$ cat src/hw/aorc_pkg.sv
// constants and enumerations of the converter output-read and control block
package aorc_pkg;

    localparam int unsigned RES_W         = 12;
    localparam int unsigned HIGH_BYTE_LSB = 4;
    localparam int unsigned NIB_W         = 4;
    localparam int unsigned ADDR_W        = 8;
    localparam int unsigned DATA_W        = 32;

    // clock and timing, times in ns as specified
    localparam int unsigned CLK_PERIOD_NS   = 20;
    localparam int unsigned HOLD_MIN_NS     = 300;
    localparam int unsigned HOLD_MAX_NS     = 1000;
    localparam int unsigned HOLD_MIN_CYC    = (HOLD_MIN_NS + CLK_PERIOD_NS - 1) / CLK_PERIOD_NS;
    localparam int unsigned HOLD_MAX_CYC    = HOLD_MAX_NS / CLK_PERIOD_NS;
    localparam int unsigned HOLD_CYC        = HOLD_MIN_CYC;
    localparam int unsigned BIT_CYC_DEFAULT = 4;
    localparam int unsigned TICK_W          = 6;
    localparam int unsigned BIT_IDX_W       = 4;

    // conversion lengths as index of the last bit decided
    localparam logic [3:0] MSB_IDX      = 4'hB;
    localparam logic [3:0] LAST_IDX_12  = 4'h0;
    localparam logic [3:0] LAST_IDX_8   = 4'h4;
    // low nibble returned after a short conversion: bit 3 high, three lsbs low
    localparam logic [3:0] SHORT_FILL   = 4'h8;

    // output enable patterns, low means driven
    localparam logic [11:0] OE_N_OFF   = 12'hFFF;
    localparam logic [11:0] OE_N_WORD  = 12'h000;
    localparam logic [11:0] OE_N_HIGH  = 12'h00F;
    localparam logic [11:0] OE_N_LOW   = 12'hF00;

    // register map, byte addresses
    localparam logic [7:0] STATUS_OFS = 8'h00;
    localparam logic [7:0] MASK_OFS   = 8'h04;
    localparam logic [7:0] RESULT_OFS = 8'h08;
    localparam logic [7:0] CTRL_OFS   = 8'h0C;

    // status and mask fields
    localparam int unsigned EV_W         = 2;
    localparam int unsigned EV_DONE      = 0;
    localparam int unsigned EV_IGNORED   = 1;
    localparam logic [1:0]  STATUS_RST   = 2'h0;
    localparam logic [1:0]  MASK_RST     = 2'h0;

    typedef enum logic [1:0] {
        PH_IDLE,
        PH_CONVERT,
        PH_HOLD
    } aorc_phase_e;

    typedef enum logic [1:0] {
        DRV_OFF,
        DRV_WORD,
        DRV_HIGH,
        DRV_LOW
    } aorc_drive_e;

endpackage : aorc_pkg

$ cat src/hw/aorc_sync.sv
// two-flop synchroniser for a group of asynchronous pin inputs
`timescale 1ns/10ps
module aorc_sync #(
    parameter int unsigned WIDTH = 1
) (
    input  wire logic             CLK,
    input  wire logic             SYS_RST,
    input  wire logic [WIDTH-1:0] ASYNC_IN,
    output logic      [WIDTH-1:0] SYNC_OUT
);

    typedef struct packed {
        logic [WIDTH-1:0] stage1;
        logic [WIDTH-1:0] stage2;
    } aorc_sync_s;

    aorc_sync_s state_reg;
    aorc_sync_s state_next;

    always_comb begin
        state_next        = state_reg;
        state_next.stage1 = ASYNC_IN;
        state_next.stage2 = state_reg.stage1;
    end

    always_ff @(posedge CLK) begin
        if (SYS_RST) begin
            state_reg <= '0;
        end else begin
            state_reg <= state_next;
        end
    end

    assign SYNC_OUT = state_reg.stage2;

endmodule : aorc_sync

$ cat src/hw/aorc_top.sv
// converter conversion sequencing, tri-state output read gating and status registers
//
// Contract
// outputs float unless all four read conditions hold
// word mode drives all twelve, ignores byte_select
// byte mode: two left-justified bytes, byte_select picks
// byte_select low: only eight msbs enabled
// byte_select high: four lsbs, bits 4-7 zero
// byte_select may toggle any time safely
// break before make between the two bytes
// host reads after busy falls, or bounded earlier
// result valid 300 to 1000 ns before busy falls
// host holds read_convert low 50 ns with enable
// host holds select low 50 ns with enable
// stand-alone low read_convert pulse at least 50 ns
// stand-alone high read_convert pulse at least 150 ns
// last of three start conditions starts conversion
// busy only while converting; starts ignored, outputs float
// byte_select latched at start sets conversion length; the code also relatches it on a start refused while converting
// short conversion reads lsbs zero, bit 3 one
// outputs float once any read condition drops
//
// The register addresses and the plain strobed port were left to the implementer.
`timescale 1ns/10ps
module aorc_top #(
    parameter int unsigned BIT_CYC = aorc_pkg::BIT_CYC_DEFAULT
) (
    input  wire logic        CLK,
    input  wire logic        SYS_RST,
    // control pins, asynchronous to CLK
    input  wire logic        READ_CONVERT,
    input  wire logic        CHIP_ENABLE,
    input  wire logic        CHIP_SELECT_N,
    input  wire logic        BYTE_SELECT,
    input  wire logic        WORD_WIDTH_SELECT,
    // comparator from the analog front end, high when input is above the trial code
    input  wire logic        COMP_IN,
    output logic      [11:0] DAC_CODE,
    // data pins as output value and active-low enable per bit
    output logic      [11:0] DATA_OUT,
    output logic      [11:0] DATA_OE_N,
    output logic             CONV_BUSY,
    // register port
    input  wire logic [7:0]  REG_ADDR,
    input  wire logic [31:0] REG_WDATA,
    input  wire logic        REG_WR,
    input  wire logic        REG_RD,
    output logic      [31:0] REG_RDATA,
    output logic             IRQ
);

    // all state of the block except the pin synchroniser flops lives in one record, registered as a whole
    // phase and tick sequence the conversion and the hold before busy drops
    // bit_idx points at the trial bit being decided, msb first
    // trial drives the comparator reference, result holds the last finished code
    // data and oe_n are the registered pin images, low enable means driven
    // drive remembers the pattern shown last, for break before make
    // start_prev finds the moment the start condition comes true
    // status, mask and irq form the event block, rdata the bus answer
    typedef struct packed {
        aorc_pkg::aorc_phase_e phase;
        aorc_pkg::aorc_drive_e drive;
        logic                  eight_bit;
        logic [3:0]            bit_idx;
        logic [5:0]            tick;
        logic [11:0]           trial;
        logic [11:0]           result;
        logic [11:0]           data;
        logic [11:0]           oe_n;
        logic                  busy;
        logic                  start_prev;
        logic [1:0]            status;
        logic [1:0]            mask;
        logic [31:0]           rdata;
        logic                  irq;
    } aorc_state_s;

    aorc_state_s state_reg;
    aorc_state_s state_next;

    // every control pin and the comparator are asynchronous to CLK, so all of
    // them pass the same two flops; a pin change is seen two edges later
    logic [5:0] pins_sync;
    logic       rc_s;
    logic       ce_s;
    logic       cs_n_s;
    logic       bsel_s;
    logic       wsel_s;
    logic       comp_s;

    aorc_sync #(
        .WIDTH (6)
    ) u_sync (
        .CLK      (CLK),
        .SYS_RST  (SYS_RST),
        .ASYNC_IN ({COMP_IN, WORD_WIDTH_SELECT, BYTE_SELECT,
                    CHIP_SELECT_N, CHIP_ENABLE, READ_CONVERT}),
        .SYNC_OUT (pins_sync)
    );

    assign rc_s   = pins_sync[0];
    assign ce_s   = pins_sync[1];
    assign cs_n_s = pins_sync[2];
    assign bsel_s = pins_sync[3];
    assign wsel_s = pins_sync[4];
    assign comp_s = pins_sync[5];

    localparam logic [5:0] BIT_LAST  = 6'(BIT_CYC - 1);
    localparam logic [5:0] HOLD_LAST = 6'(aorc_pkg::HOLD_CYC - 1);

    logic                  start_cond;
    logic                  start_edge;
    logic                  read_en;
    logic                  wr_status;
    logic                  wr_mask;
    logic [1:0]            events;
    logic [3:0]            last_idx;
    logic [11:0]           kept;
    aorc_pkg::aorc_drive_e want;

    always_comb begin
        state_next = state_reg;
        events     = 2'h0;
        kept       = state_reg.trial;
        want       = aorc_pkg::DRV_OFF;

        // start request is the moment the last of the three conditions comes true
        start_cond = ce_s & ~cs_n_s & ~rc_s;
        start_edge = start_cond & ~state_reg.start_prev;
        state_next.start_prev = start_cond;

        // the conversion stops at bit 4 for a short conversion, at bit 0 otherwise
        last_idx = state_reg.eight_bit ? aorc_pkg::LAST_IDX_8 : aorc_pkg::LAST_IDX_12;

        // idle waits for a start edge; convert decides one bit every BIT_CYC
        // cycles; hold keeps busy high a fixed time after the result is latched

        unique case (state_reg.phase)
            aorc_pkg::PH_IDLE: begin
                if (start_edge) begin
                    state_next.phase     = aorc_pkg::PH_CONVERT;
                    state_next.busy      = 1'b1;
                    state_next.eight_bit = bsel_s;
                    state_next.bit_idx   = aorc_pkg::MSB_IDX;
                    state_next.tick      = 6'h00;
                    state_next.trial     = 12'h800;
                end
            end
            aorc_pkg::PH_CONVERT: begin
                // a restart is refused but still relatches the length choice
                if (start_edge) begin
                    events[aorc_pkg::EV_IGNORED] = 1'b1;
                    state_next.eight_bit = bsel_s;
                end
                // the comparator lags two edges behind the trial code, so the
                // decision waits for the last tick of the bit
                if (state_reg.tick == BIT_LAST) begin
                    state_next.tick = 6'h00;
                    // keep the trial bit only when the input is above the trial level
                    kept[state_reg.bit_idx] = comp_s;
                    // a late switch to short length may already be past bit 4
                    if (state_reg.bit_idx <= last_idx) begin
                        state_next.trial = kept;
                        if (state_reg.eight_bit) begin
                            state_next.result = {kept[11:4], aorc_pkg::SHORT_FILL};
                        end else begin
                            state_next.result = kept;
                        end
                        state_next.phase = aorc_pkg::PH_HOLD;
                    end else begin
                        state_next.bit_idx = 4'(state_reg.bit_idx - 4'h1);
                        kept[4'(state_reg.bit_idx - 4'h1)] = 1'b1;
                        state_next.trial = kept;
                    end
                end else begin
                    state_next.tick = 6'(state_reg.tick + 6'h01);
                end
            end
            aorc_pkg::PH_HOLD: begin
                if (start_edge) begin
                    events[aorc_pkg::EV_IGNORED] = 1'b1;
                end
                // result stands latched a fixed hold before busy drops
                if (state_reg.tick == HOLD_LAST) begin
                    state_next.tick  = 6'h00;
                    state_next.phase = aorc_pkg::PH_IDLE;
                    state_next.busy  = 1'b0;
                    events[aorc_pkg::EV_DONE] = 1'b1;
                end else begin
                    state_next.tick = 6'(state_reg.tick + 6'h01);
                end
            end
        endcase

        // read gating on all four conditions, live each cycle; the next busy
        // value is used so the drivers let go on the edge where busy rises
        read_en = rc_s & ~state_next.busy & ce_s & ~cs_n_s;
        if (!read_en) begin
            want = aorc_pkg::DRV_OFF;
        end else if (wsel_s) begin
            want = aorc_pkg::DRV_WORD;
        end else if (bsel_s) begin
            want = aorc_pkg::DRV_LOW;
        end else begin
            want = aorc_pkg::DRV_HIGH;
        end

        // any change between two driving patterns passes one all-off cycle
        // so that the shared byte lines are never driven from two sides
        if (state_reg.drive != aorc_pkg::DRV_OFF && want != aorc_pkg::DRV_OFF &&
            want != state_reg.drive) begin
            state_next.drive = aorc_pkg::DRV_OFF;
        end else begin
            state_next.drive = want;
        end

        // pin images follow the chosen pattern; data keeps its old value while
        // everything floats, which the pins never show
        unique case (state_next.drive)
            aorc_pkg::DRV_OFF: begin
                state_next.oe_n = aorc_pkg::OE_N_OFF;
            end
            aorc_pkg::DRV_WORD: begin
                state_next.oe_n = aorc_pkg::OE_N_WORD;
                state_next.data = state_next.result;
            end
            aorc_pkg::DRV_HIGH: begin
                state_next.oe_n = aorc_pkg::OE_N_HIGH;
                state_next.data = {state_next.result[11:4], 4'h0};
            end
            aorc_pkg::DRV_LOW: begin
                state_next.oe_n = aorc_pkg::OE_N_LOW;
                state_next.data = {4'h0, 4'h0, state_next.result[3:0]};
            end
        endcase

        // register port: status is write-one-to-clear, a new event wins over the clear
        wr_status = REG_WR && (REG_ADDR == aorc_pkg::STATUS_OFS);
        wr_mask   = REG_WR && (REG_ADDR == aorc_pkg::MASK_OFS);
        if (wr_status) begin
            state_next.status = state_reg.status & ~REG_WDATA[1:0];
        end
        state_next.status = state_next.status | events;
        if (wr_mask) begin
            state_next.mask = REG_WDATA[1:0];
        end

        // read data stand for the one cycle after the strobe and are zero otherwise
        state_next.rdata = 32'h0000_0000;
        if (REG_RD) begin
            unique case (REG_ADDR)
                aorc_pkg::STATUS_OFS: begin
                    state_next.rdata = {30'h0, state_reg.status};
                end
                aorc_pkg::MASK_OFS: begin
                    state_next.rdata = {30'h0, state_reg.mask};
                end
                aorc_pkg::RESULT_OFS: begin
                    state_next.rdata = {20'h0, state_reg.result};
                end
                aorc_pkg::CTRL_OFS: begin
                    state_next.rdata = {28'h0, state_reg.eight_bit, state_reg.busy,
                                        state_reg.drive};
                end
                default: begin
                    state_next.rdata = 32'h0000_0000;
                end
            endcase
        end

        // level interrupt from the next status, so it rises with the event
        state_next.irq = |(state_next.status & state_next.mask);
    end

    // start_prev resets high, but the synchronised pins read low for two cycles after release, so
    // a start condition already present at release still starts a conversion once it is through the flops
    always_ff @(posedge CLK) begin
        if (SYS_RST) begin
            state_reg            <= '0;
            state_reg.phase      <= aorc_pkg::PH_IDLE;
            state_reg.drive      <= aorc_pkg::DRV_OFF;
            state_reg.oe_n       <= aorc_pkg::OE_N_OFF;
            state_reg.status     <= aorc_pkg::STATUS_RST;
            state_reg.mask       <= aorc_pkg::MASK_RST;
            state_reg.start_prev <= 1'b1;
        end else begin
            state_reg <= state_next;
        end
    end

    // every output comes straight from the state register
    assign DAC_CODE  = state_reg.trial;
    assign DATA_OUT  = state_reg.data;
    assign DATA_OE_N = state_reg.oe_n;
    assign CONV_BUSY = state_reg.busy;
    assign REG_RDATA = state_reg.rdata;
    assign IRQ       = state_reg.irq;

endmodule : aorc_top

$ cat config.mk
export PLATFORM = sky130hd
export DESIGN_NAME = aorc_top
export DESIGN_NICKNAME = d
export VERILOG_FILES = /design/src/hw/aorc_pkg.sv /design/src/hw/aorc_sync.sv /design/src/hw/aorc_top.sv
export SDC_FILE = /design/constraint.sdc
export NUM_CORES = 1
export LEC_CHECK = 0
export ABC_CLOCK_PERIOD_IN_PS = 3780
export BUFFER_PORTS_ARGS = -buffer_cell sky130_fd_sc_hd__buf_4
export CORE_MARGIN = 4
export CORE_UTILIZATION = 56
export DETAILED_ROUTE_END_ITERATION = 8
export MAX_ROUTING_LAYER = met4
export PLACE_DENSITY = 0.88
export SETUP_SLACK_MARGIN = 0.3
export SYNTH_ARGS = -nofsm -noshare
export SYNTH_HDL_FRONTEND = slang
export SYNTH_SLANG_ARGS = --single-unit
export TNS_END_PERCENT = 10
$ cat constraint.sdc
create_clock -name CLK -period 3.78 [get_ports CLK]
set_clock_uncertainty 0.15 [all_clocks]
set_input_delay 0.756 -clock CLK [delete_from_list [all_inputs] [get_ports CLK]]
set_output_delay 0.756 -clock CLK [all_outputs]
set_load 0.01 [all_outputs]
## Word-level counts from Yosys, hierarchy flattened

Index checks and enable logic that the tools add are counted.

| storage, ports and cells | value |
|---|---|
| output and inout port bits | 70 |
| register bits after elaboration | 114 |

| cells by class | value |
|---|---|
| magnitude comparators | 5 |
| bitwise gates (word level) | 16 |
| $add $sub $neg | 2 |
| reductions and logical operators | 20 |
| multiplexer cells | 41 |
| equal/unequal tests | 17 |

Operator list:

| operator | number |
|---|---|
| $pmux W12 S4 | 2 |
| $mux W12 | 3 |
| $pmux W12 S3 | 1 |
| $mux W24 | 1 |
| $pmux W12 S2 | 1 |
| $mux W23 | 1 |
| $mux W2 | 9 |
| $pmux W6 S3 | 1 |
| $eq A8 B4 Y1 const B | 2 |
| $bwmux W12 | 1 |
| $mux W4 | 3 |
| $mux W6 | 2 |
| $ne A2 B2 Y1 const B | 6 |
| $or A12 B12 Y12 | 1 |
| $lt A4 B5 Y1 const B | 2 |
| $mux W1 | 10 |
| $pmux W5 S2 | 1 |
| $demux W1 S4 | 2 |
| $eq A8 B3 Y1 const B | 1 |
| $ge A4 B1 Y1 const B | 2 |
| $logic_not A8 Y1 | 1 |
| $reduce_and A4 Y1 | 2 |
| $add A6 B1 Y6 const B | 1 |
| $and A1 B1 Y1 | 6 |
| 20 further kinds | 39 |

## Depth between registers and ports, before layout

Gate-level depths: netlist of run 1.

| depth | value |
|---|---|
| depth after elaboration | 17 |
| depth in mapped cells | 11 |
| gate-level depth less buffers | 10 |

## By module

From an unflattened synthesis of run 1, not the netlist that was laid out.

| second synthesis, totals | value |
|---|---|
| cell total of the unflattened synthesis | 470 |
| area total of the unflattened synthesis | 4282.9 um^2 |

By module, submodules not included:

| module | seq. area each (um^2) | cells an instance | times used | area each (um^2) |
|---|---|---|---|---|
| aorc_top | 1461.4 | 445 | 1 | 3916.3 |
| aorc_sync | 240.2 | 25 | 1 | 366.6 |

## Worst setup path after synthesis of run 1

Ideal clock, no wire load.

| path | value |
|---|---|
| path kind | in2reg |
| from | input REG_ADDR[1] |
| to | register state_reg (netlist bit IRQ) |
| data required time | 3.495 ns |
| setup slack | 1.126 ns |
| buffers on the path | 0 |
| stages | 5 |
| arrival | 2.370 ns |
| setup time | 0.135 ns |
| path through | or4_4 or4_4 or3b_1 a22oi_2 o32ai_1 |

| on the way | value |
|---|---|
| word-level cells in the longest chain between the ends | 6 |
| elaborated cells between the ends (all ways) | 9 |
| those cells by class | eq/ne (1); mux (2); bitwise (2); reduce/logical (4) |

Ends and longest elaborated chain:

| what | line | RTL |
|---|---|---|
| from (decl) | aorc_top.sv:44 | `input wire logic [7:0] REG_ADDR,` |
| $logic_not A8 Y1 | aorc_top.sv:238 | `wr_status = REG_WR && (REG_ADDR == aorc_pkg::STATUS_OFS);` |
| $logic_and A1 B1 Y1 | aorc_top.sv:238 |  |
| $mux W2 | aorc_top.sv:240 | `if (wr_status) begin` |
| $or A2 B2 Y2 | aorc_top.sv:243 | `state_next.status = state_next.status \| events;` |
| $and A2 B2 Y2 * | aorc_top.sv:272 | `state_next.irq = \|(state_next.status & state_next.mask);` |
| $reduce_or A2 Y1 * | aorc_top.sv:272 |  |
| to (signal assigned) | aorc_top.sv:287 | `state_reg <= state_next;` |
| to (decl) | aorc_top.sv:78 | `aorc_state_s state_reg;` |

Every way passes the cells marked *; elsewhere a longest branch is shown, timed or not.
A chain may end at the register's enable or synchronous reset.

## Worst setup path in the final report of run 1

| path | value |
|---|---|
| from | register state_reg[95] in the netlist's numbering |
| to | register state_reg[100] in the netlist's numbering |

| on the way | value |
|---|---|
| word-level cells in the longest chain between the ends | 3 |

Ends and longest elaborated chain:

| what | line | RTL |
|---|---|---|
| $le A4 B3 Y1 | aorc_top.sv:162 | `if (state_reg.bit_idx <= last_idx) begin` |
| $ne A2 B2 Y1 (no line) | -- |  |
| $reduce_and A4 Y1 (no line) | -- |  |

Every way passes these cells.

==> flow_summary.html, run 1 <==
<table>
<tr><th>Metric</th><th>Value</th></tr>
<tr><th colspan="2">Clock tree</th></tr>
<tr><td>Clock latency at the later pin of the worst-skew pair</td><td>around 0.36 ns</td></tr>
<tr><td>Clock transition at the registers of the reported paths</td><td>0.09 ns</td></tr>
<tr><td>Number of sinks driven by the clock tree</td><td>85</td></tr>
<tr><td>Hold-fix buffer count after cts</td><td>0</td></tr>
<tr><td>CTS max path bufs</td><td>2</td></tr>
<tr><td>H-tree levels</td><td>3</td></tr>
<tr><td>CTS tree</td><td>built</td></tr>
<tr><td>Post-cts sizing count</td><td>0</td></tr>
<tr><td>TritonCTS buffer count</td><td>9</td></tr>
<tr><td>Postcts setup bufs</td><td>0</td></tr>
<tr><td>Cell chosen for the clock root</td><td>clkbuf_8</td></tr>
<tr><th colspan="2">Layout</th></tr>
<tr><td>Utilization after layout</td><td>a little over three fifths</td></tr>
<tr><td>Leading cell types in the layout, fill and taps excluded</td><td>dfxtp_1 (85), buf_4 (71), nor2_1 (54)</td></tr>
<tr><td>Most common cell after layout, fill and taps aside</td><td>dfxtp_1</td></tr>
<tr><td>Antenna cells</td><td>0</td></tr>
<tr><td>Share of post-route cells with drive strength above 1</td><td>20.6%</td></tr>
<tr><td>Flip-flop count of the largest register, all copies and words added</td><td>32</td></tr>
<tr><td>Net total in the final layout</td><td>between 500 and 600</td></tr>
<tr><td>Area growth from synthesis to final layout</td><td>8.54%</td></tr>
<tr><th colspan="2">Timing</th></tr>
<tr><td>Tcrit/Tclk final</td><td>between 70% and 80%</td></tr>
<tr><td>Final count of negative-setup-slack endpoints</td><td>0</td></tr>
<tr><td>Rel. slew slack</td><td>about 45%</td></tr>
<tr><td>Setup TNS Final</td><td>0 ns</td></tr>
<tr><td>Final max-slew violation count</td><td>0</td></tr>
<tr><td>Transition time at the pin with the least slew margin</td><td>slightly above 0.8 ns</td></tr>
<tr><td>Time the final worst path needs with I/O delays and setup</td><td>2.95 ns</td></tr>
<tr><td>Hold Fails Final Rpt</td><td>0</td></tr>
<tr><td>Unrepaired setup endpoints after global routing</td><td>no</td></tr>
<tr><td>Max Fclk</td><td>approximately 340 MHz</td></tr>
<tr><th colspan="2">Synthesis</th></tr>
<tr><td>Cell area after technology mapping</td><td>around 4200 µm²</td></tr>
<tr><td>Warnings, synthesis</td><td>0</td></tr>
<tr><td>Post-synth top flop</td><td>dfxtp_1</td></tr>
<tr><td>Number of enable flip-flop cells after synthesis</td><td>0</td></tr>
<tr><td>Async set-or-reset flop fraction in the synthesized netlist</td><td>0%</td></tr>
<tr><td>Flop and latch count out of synthesis</td><td>between 80 and 90</td></tr>
<tr><td>Cell variety after synth</td><td>47</td></tr>
<tr><td>Post-Synthesis Cells</td><td>467</td></tr>
<tr><td>Portion of the post-synthesis area used by sequential elements</td><td>40.8%</td></tr>
<tr><td>Synthesized area per cell</td><td>8.94 µm²</td></tr>
<tr><th colspan="2">Run status</th></tr>
<tr><td>Run status</td><td>finished, final reports clean</td></tr>
<tr><th colspan="2">Routing</th></tr>
<tr><td>Routed vias</td><td>3,094</td></tr>
<tr><td>Per-cell routed wire length</td><td>about 14 µm</td></tr>
<tr><td>Iteration count of the initial detailed-routing pass</td><td>5</td></tr>
<tr><td>Remaining number of nets flagged by the antenna check after routing</td><td>0</td></tr>
<tr><td>Total wire length after detailed routing</td><td>about 8.4 mm</td></tr>
<tr><td>Detailed router's first-iteration violation count</td><td>between 150 and 200</td></tr>
<tr><td>Via/cell ratio</td><td>about 5.3</td></tr>
<tr><td># DRC</td><td>0</td></tr>
<tr><th colspan="2">Power and ir drop</th></tr>
<tr><td>P_leak</td><td>1.89 nW</td></tr>
<tr><td>Net switching power figure</td><td>0.621 mW</td></tr>
<tr><td>Reg power frac</td><td>between 40% and 50%</td></tr>
<tr><td>Maximum resistive drop on vdd</td><td>0.374 mV</td></tr>
<tr><td>Switching power as a share of total power</td><td>just over 30%</td></tr>
<tr><td>Pwr Density</td><td>between 400 and 500 nW/µm²</td></tr>
<tr><td>Clock network power share</td><td>approximately a third</td></tr>
<tr><td>Comb power frac</td><td>between 10% and 20%</td></tr>
<tr><td>Pint</td><td>approximately 1.4 mW</td></tr>
<tr><th colspan="2">Global route</th></tr>
<tr><td>Number of global-route vias before repair</td><td>approximately 2,800</td></tr>
<tr><td>Global router's overall resource usage</td><td>between 10% and 20%</td></tr>
<tr><td>Total grt overflow</td><td>0</td></tr>
<tr><td>Antenna violations before repair</td><td>0</td></tr>
<tr><td>Wire length of the first global-routing pass</td><td>13.4 mm</td></tr>
<tr><td>Largest net degree at the start of global routing</td><td>54</td></tr>
<tr><th colspan="2">Critical path</th></tr>
<tr><td>Worst-path maximum fanout</td><td>21</td></tr>
<tr><td>Cell count along the critical path</td><td>7</td></tr>
<tr><td>Type of the worst setup path</td><td>register to register</td></tr>
<tr><td>Worst Setup SP</td><td>state_reg[95]$_SDFFE_PP0P_</td></tr>
<tr><td>Critical path, cell by cell</td><td>inv_1 &gt; ha_1 &gt; a21oi_1 &gt; nor2_1 &gt; nand4_1 &gt; a211oi_1 &gt; mux2_2</td></tr>
<tr><td>Depth of the worst register-to-register path</td><td>7</td></tr>
<tr><td>Critical Path End</td><td>state_reg[100]$_SDFFE_PP0P_</td></tr>
<tr><td>CP bufs+invs</td><td>1</td></tr>
<tr><td>Crit Reg-Reg Startpoint</td><td>state_reg[95]$_SDFFE_PP0P_</td></tr>
<tr><td>Required @ worst endpoint</td><td>roughly 3.9 ns</td></tr>
<tr><td>Critical Path Max Stage Delay</td><td>about 0.73 ns</td></tr>
<tr><td>Cell with the largest stage delay on the worst path</td><td>dfxtp_1</td></tr>
<tr><td>Dominant delay contributor by cell family on the critical path</td><td>flip-flops</td></tr>
<tr><td>Worst setup EP type</td><td>register</td></tr>
<tr><td>Setup slack of the most critical reg-to-reg path</td><td>~0.83 ns</td></tr>
<tr><td>End of the worst register-to-register path</td><td>state_reg[100]$_SDFFE_PP0P_</td></tr>
<tr><td>Signal arrival time at the worst endpoint</td><td>around 3.1 ns</td></tr>
<tr><td>Critical Path Source Type</td><td>register</td></tr>
<tr><th colspan="2">Floorplan</th></tr>
<tr><td>Placeable Area</td><td>~7300 µm²</td></tr>
<tr><td>Area of the die</td><td>slightly below 9000 µm²</td></tr>
<tr><td>Number of rows in the core area</td><td>31</td></tr>
<tr><td>Die height</td><td>around 94 µm</td></tr>
<tr><td>Starting Density</td><td>about 58%</td></tr>
<tr><td>Die boundary width</td><td>around 94 µm</td></tr>
<tr><td>Top-level port count</td><td>120</td></tr>
<tr><th colspan="2">Hold path</th></tr>
<tr><td>Class of the most critical hold timing path</td><td>register to register</td></tr>
<tr><td>Worst hold path cell count</td><td>1</td></tr>
<tr><th colspan="2">Place</th></tr>
<tr><td>GP Congestion</td><td>0.912</td></tr>
<tr><td>Port-buffer cells</td><td>69</td></tr>
<tr><td>DPL Wire Length</td><td>between 6 and 7 mm</td></tr>
<tr><th colspan="2">Flow run</th></tr>
<tr><td>Max Cap Violations</td><td>0</td></tr>
</table>
==> through the flow <==
step                worst slack [ns]  cells  total power [mW]  hold slack [ns]  instance area [µm²]
floorplan                       1.13    486              1.28            0.264                 4250
global placement               0.955    569              1.34            0.267                 4330
detailed placement             0.884    569              1.36            0.276                 4330
CTS                            0.867    585              2.01            0.285                 4530
global route                   0.646    585              2.10            0.314                 4530
finish                         0.827    585              2.00            0.283                 4530
==> synth_stat cells, types with 3 or more instances <==
cell type   n  area, µm²
a211oi_1    3       22.5
a21oi_1     9       45.0
a221o_1    11        110
a31oi_1     4       25.0
and2_1      9       56.3
buf_4      68        510
clkbuf_1   17       63.8
dfxtp_1    85       1700
ha_1       13        163
inv_1      14       52.6
mux2i_1    20        200
nand2_1    31        116
nand2b_1    4       25.0
nand3b_1   11       82.6
nand4_1     4       25.0
nand4b_1    3       26.3
nor2_1     54        203
nor2b_1    20        125
nor3_1      4       20.0
nor3b_1     5       37.5
o21ai_0    31        155
o31ai_1     3       22.5
or2_2       4       25.0
xor2_1      4       35.0
==> cell type report <==
class / count / area, µm²
fill: 587 / 2720
multi-input combinational: 300 / 1910
sequential: 85 / 1700
timing repair buffer: 71 / 533
clock buffer: 9 / 124
tap: 99 / 124
clock inverter: 7 / 82.6
inverter: 14 / 52.6
==> power groups by stage <==
stage          clock network, mW  logic, mW  registers [mW]
6_report                   0.659      0.377           0.967
5_1_grt                    0.714      0.417           0.971
4_1_cts                    0.669      0.372           0.966
3_5_place_dp                   0      0.371           0.986
3_3_place_gp                   0      0.356           0.984
2_1_floorplan                  0      0.318           0.962
==> layer usage <==
metal | up-vias | part of all wire [%] | GRT usage, %
li1 | 1537 | - | -
met1 | 1438 | 43 | 24.8
met2 | 103 | 49 | 31.0
met3 | 16 | 6.0 | 3.59
met4 | 0 | 2.1 | 8.54
met5 | - | 0 | -
==> cells by family (layout without fill, tap and decap cells) <==
family / after synthesis / count (layout) / share of synthesized area (%)
buffers and inverters: 101 / 101 / 15.3
other: 1 / 20 / 0.0898
muxes: 24 / 24 / 6.41
AOI/OAI and AO/OA: 75 / 75 / 11.9
xor gates and xnor gates: 5 / 5 / 1.05
adders and majority gates: 13 / 13 / 3.90
and+or+nand+nor: 163 / 163 / 20.7
DFF: 85 / 85 / 40.8
==> how the worst min path moves through the flow <==
stage,startpoint,end,slack [ns]
after floorplan,u_sync.state_next[0]$_SDFF_PP0_,u_sync.SYNC_OUT[0]$_SDFF_PP0_,0.26
after global routing,u_sync.state_next[2]$_SDFF_PP0_,u_sync.SYNC_OUT[2]$_SDFF_PP0_,0.31
final,u_sync.state_next[2]$_SDFF_PP0_,u_sync.SYNC_OUT[2]$_SDFF_PP0_,0.28
after CTS,u_sync.state_next[2]$_SDFF_PP0_,u_sync.SYNC_OUT[2]$_SDFF_PP0_,0.29
after detailed placement,u_sync.state_next[2]$_SDFF_PP0_,u_sync.SYNC_OUT[2]$_SDFF_PP0_,0.28
after global placement,u_sync.state_next[1]$_SDFF_PP0_,u_sync.SYNC_OUT[1]$_SDFF_PP0_,0.27
(Power assumes the default switching activity.)
==> run 2: changes to the inputs <==
Settings changed: ABC_CLOCK_PERIOD_IN_PS 3780 to 3000, CORE_UTILIZATION 56 to 52, PLACE_DENSITY 0.88 to 0.83.
Clock period 3.78 ns to 3 ns, I/O delays scaled along.
==> run 2 against run 1 <==
Against the previous run:
- final cell count rose by 1.2%
- final area rose by 0.72%
- via count fell by 0.29%
- sequential cell count did not move
- largest power group unchanged
- critical path depth did not move
- utilization fell by 3.7 points
- clock power rose by 28%
- die area rose by 7.0%
==> flow_summary.html, run 2 (synthesis results as in run 1) <==
<table>
<tr><th>Metric</th><th>Value</th></tr>
<tr><th colspan="2">Power and ir drop</th></tr>
<tr><td>Maximum resistive drop on vdd</td><td>0.369 mV (was 0.374 mV)</td></tr>
<tr><td>Pwr Density</td><td>558 nW/µm² (was 442 nW/µm²)</td></tr>
<tr><td>P_leak</td><td>1.91 nW (was 1.89 nW)</td></tr>
<tr><th colspan="2">Place</th></tr>
<tr><td>DPL Wire Length</td><td>6.41 mm (was 6.15 mm)</td></tr>
<tr><td>Cell area reported after detailed placement</td><td>4360 µm² (was 4330 µm²)</td></tr>
<tr><td>Port-buffer cells</td><td>69 (unchanged)</td></tr>
<tr><td>GP Congestion</td><td>0.874 (was 0.912)</td></tr>
<tr><th colspan="2">Clock tree</th></tr>
<tr><td>Number of sinks driven by the clock tree</td><td>85 (unchanged)</td></tr>
<tr><td>Cell chosen for the clock root</td><td>clkbuf_8 (unchanged)</td></tr>
<tr><td>Clock transition at the registers of the reported paths</td><td>0.09 ns (about the same)</td></tr>
<tr><td>Clock latency at the later pin of the worst-skew pair</td><td>0.36 ns (about the same)</td></tr>
<tr><td>CTS tree</td><td>built (unchanged)</td></tr>
<tr><td>Post-cts sizing count</td><td>0 (unchanged)</td></tr>
<tr><td>H-tree levels</td><td>3 (unchanged)</td></tr>
<tr><td>TritonCTS buffer count</td><td>9 (unchanged)</td></tr>
<tr><td>Postcts setup bufs</td><td>0 (unchanged)</td></tr>
<tr><td>CTS max path bufs</td><td>2 (unchanged)</td></tr>
<tr><td>Hold-fix buffer count after cts</td><td>0 (unchanged)</td></tr>
<tr><th colspan="2">Critical path</th></tr>
<tr><td>Type of the worst setup path</td><td>register to register (unchanged)</td></tr>
<tr><td>Crit Reg-Reg Startpoint</td><td>state_reg[95]$_SDFFE_PP0P_ (unchanged)</td></tr>
<tr><td>End of the worst register-to-register path</td><td>state_reg[100]$_SDFFE_PP0P_ (unchanged)</td></tr>
<tr><td>Worst-path maximum fanout</td><td>7 (was 21)</td></tr>
<tr><td>Signal arrival time at the worst endpoint</td><td>2.55 ns (was 3.06 ns)</td></tr>
<tr><td>Setup slack of the most critical reg-to-reg path</td><td>0.55 ns (was 0.83 ns)</td></tr>
<tr><td>Worst setup EP type</td><td>register (unchanged)</td></tr>
<tr><td>Critical Path End</td><td>state_reg[100]$_SDFFE_PP0P_ (unchanged)</td></tr>
<tr><td>Worst Setup SP</td><td>state_reg[95]$_SDFFE_PP0P_ (unchanged)</td></tr>
<tr><td>Critical Path Source Type</td><td>register (unchanged)</td></tr>
<tr><td>Required @ worst endpoint</td><td>3.10 ns (was 3.89 ns)</td></tr>
<tr><td>Depth of the worst register-to-register path</td><td>7 (unchanged)</td></tr>
<tr><th colspan="2">Layout</th></tr>
<tr><td>Leading cell types in the layout, fill and taps excluded</td><td>dfxtp_1 (85), buf_4 (75), nor2_1 (54) (was dfxtp_1 (85), buf_4 (71), nor2_1 (54))</td></tr>
<tr><td>Antenna cells</td><td>0 (unchanged)</td></tr>
<tr><td>Most common cell after layout, fill and taps aside</td><td>dfxtp_1 (unchanged)</td></tr>
<tr><td>Share of post-route cells with drive strength above 1</td><td>21.2% (was 20.6%)</td></tr>
<tr><td>Area growth from synthesis to final layout</td><td>9.32% (was 8.54%)</td></tr>
<tr><td>Area used by sequential logic in the layout</td><td>1700 µm² (unchanged)</td></tr>
<tr><td>Net total in the final layout</td><td>548 (was 544)</td></tr>
<tr><td>Fill cells</td><td>688 (was 587)</td></tr>
<tr><td>Cell area after layout</td><td>4560 µm² (was 4530 µm²)</td></tr>
<tr><td>Area used by multi-input combinational logic</td><td>1910 µm² (unchanged)</td></tr>
<tr><td>Flip-flop count of the largest register, all copies and words added</td><td>32 (unchanged)</td></tr>
<tr><th colspan="2">Global route</th></tr>
<tr><td>Number of global-route vias before repair</td><td>2,837 (was 2,819)</td></tr>
<tr><td>Global router's overall resource usage</td><td>18.1% (was 19.7%)</td></tr>
<tr><td>Total grt overflow</td><td>0 (unchanged)</td></tr>
<tr><td>Largest net degree at the start of global routing</td><td>37 (was 54)</td></tr>
<tr><td>Antenna violations before repair</td><td>0 (unchanged)</td></tr>
<tr><td>Wire length of the first global-routing pass</td><td>13.8 mm (was 13.4 mm)</td></tr>
<tr><th colspan="2">Routing</th></tr>
<tr><td>Remaining number of nets flagged by the antenna check after routing</td><td>0 (unchanged)</td></tr>
<tr><td>Total wire length after detailed routing</td><td>8.53 mm (was 8.36 mm)</td></tr>
<tr><td>Routed vias</td><td>3,085 (was 3,094)</td></tr>
<tr><td>Per-cell routed wire length</td><td>14.4 µm (was 14.3 µm)</td></tr>
<tr><td>Iteration count of the initial detailed-routing pass</td><td>4 (was 5)</td></tr>
<tr><td>Detailed router's first-iteration violation count</td><td>182 (was 172)</td></tr>
<tr><td># DRC</td><td>0 (unchanged)</td></tr>
<tr><td>Via/cell ratio</td><td>5.21 (was 5.29)</td></tr>
<tr><th colspan="2">Run status</th></tr>
<tr><td>Run status</td><td>finished, final reports clean (unchanged)</td></tr>
<tr><th colspan="2">Floorplan</th></tr>
<tr><td>Area of the die</td><td>9530 µm² (was 8900 µm²)</td></tr>
<tr><td>Starting Density</td><td>53.8% (was 57.6%)</td></tr>
<tr><td>Die boundary width</td><td>97.6 µm (was 94.3 µm)</td></tr>
<tr><td>Placeable Area</td><td>7770 µm² (was 7250 µm²)</td></tr>
<tr><td>Top-level port count</td><td>120 (unchanged)</td></tr>
<tr><td>Number of rows in the core area</td><td>32 (was 31)</td></tr>
<tr><td>Die height</td><td>97.6 µm (was 94.3 µm)</td></tr>
<tr><th colspan="2">Timing</th></tr>
<tr><td>Setup TNS Final</td><td>0 ns (unchanged)</td></tr>
<tr><td>Unrepaired setup endpoints after global routing</td><td>no (unchanged)</td></tr>
<tr><td>Hold Fails Final Rpt</td><td>0 (unchanged)</td></tr>
<tr><td>Final count of negative-setup-slack endpoints</td><td>0 (unchanged)</td></tr>
<tr><td>Tcrit/Tclk final</td><td>81.7% (was 78.1%)</td></tr>
<tr><td>Final max-slew violation count</td><td>0 (unchanged)</td></tr>
<tr><td>Max Fclk</td><td>408 MHz (was 339 MHz)</td></tr>
<tr><td>Rel. slew slack</td><td>50.6% (was 45.2%)</td></tr>
<tr><td>Time the final worst path needs with I/O delays and setup</td><td>2.45 ns (was 2.95 ns)</td></tr>
<tr><td>Transition time at the pin with the least slew margin</td><td>0.739 ns (was 0.820 ns)</td></tr>
<tr><th colspan="2">Flow run</th></tr>
<tr><td>Max Cap Violations</td><td>0 (unchanged)</td></tr>
<tr><th colspan="2">Hold path</th></tr>
<tr><td>Class of the most critical hold timing path</td><td>input port to register (was register to register)</td></tr>
</table>
==> run 2: changes by cell type in the layout (fill, tap and decap cells not counted), sizes merged <==
cell      delta
buf          +4
clkinvlp     -2
clkinv       +1
inv          +1
==> run 2: per-stage QoR <==
step / cells / setup WS, ns / utilization [%] / power [mW] / hold WS [ns]
floorplan: 486 / 0.502 / - / 1.61 / 0.264
global placement: 576 / 0.335 / 56.1 / 1.71 / 0.268
detailed placement: 576 / 0.314 / 56.1 / 1.72 / 0.278
CTS: 592 / 0.579 / 58.8 / 2.55 / 0.294
global route: 592 / 0.359 / 58.8 / 2.66 / 0.315
finish: 592 / 0.550 / 58.8 / 2.55 / 0.292
==> run 2: critical path, cell delays in order (launching register included) <==
cell and delay [ns]:
dfxtp_1 0.34, inv_1 0.08, ha_1 0.32, a21oi_1 0.12
nor2_1 0.43, nand4_1 0.15, a211oi_1 0.38, mux2_2 0.37
==> run 2: final cells by class <==
cell class | instances | share of cell area (%)
multi-input combinational | 300 | 41.9
sequential | 85 | 37.3
timing repair buffer | 75 | 12.3
tap | 102 | 2.80
clock buffer | 9 | 2.71
clock inverter | 7 | 1.78
inverter | 14 | 1.15
==> run 2: how the worst min path moves through the flow <==
stage	from	endpoint	slack, ns	depth (start not counted)
floorplan	u_sync.state_next[0]$_SDFF_PP0_	u_sync.SYNC_OUT[0]$_SDFF_PP0_	0.26	1
global placement	u_sync.state_next[1]$_SDFF_PP0_	u_sync.SYNC_OUT[1]$_SDFF_PP0_	0.27	1
detailed placement	u_sync.state_next[5]$_SDFF_PP0_	u_sync.SYNC_OUT[5]$_SDFF_PP0_	0.28	1
CTS	CHIP_SELECT_N	u_sync.state_next[2]$_SDFF_PP0_	0.29	2
global route	u_sync.state_next[2]$_SDFF_PP0_	u_sync.SYNC_OUT[2]$_SDFF_PP0_	0.32	1
finish	CHIP_SELECT_N	u_sync.state_next[2]$_SDFF_PP0_	0.29	2
==> run 2: power breakdown <==
| group | leakage (nW) | total [mW] | switching, mW | internal, mW |
|---|---|---|---|---|
| Sequential | 0.688 | 1.22 | 0.0584 | 1.16 |
| Clock | 0.106 | 0.841 | 0.443 | 0.398 |
| Combinational | 1.12 | 0.489 | 0.297 | 0.193 |
==> run 2: metal layers <==
layer | vias to the layer above | share of wire, % | global-route usage (%)
met1 | 1425 | 43 | 22.3
met3 | 13 | 5.7 | 3.09
met2 | 103 | 50 | 30.3
li1 | 1544 | - | -
met5 | - | 0 | -
met4 | 0 | 1.3 | 5.54
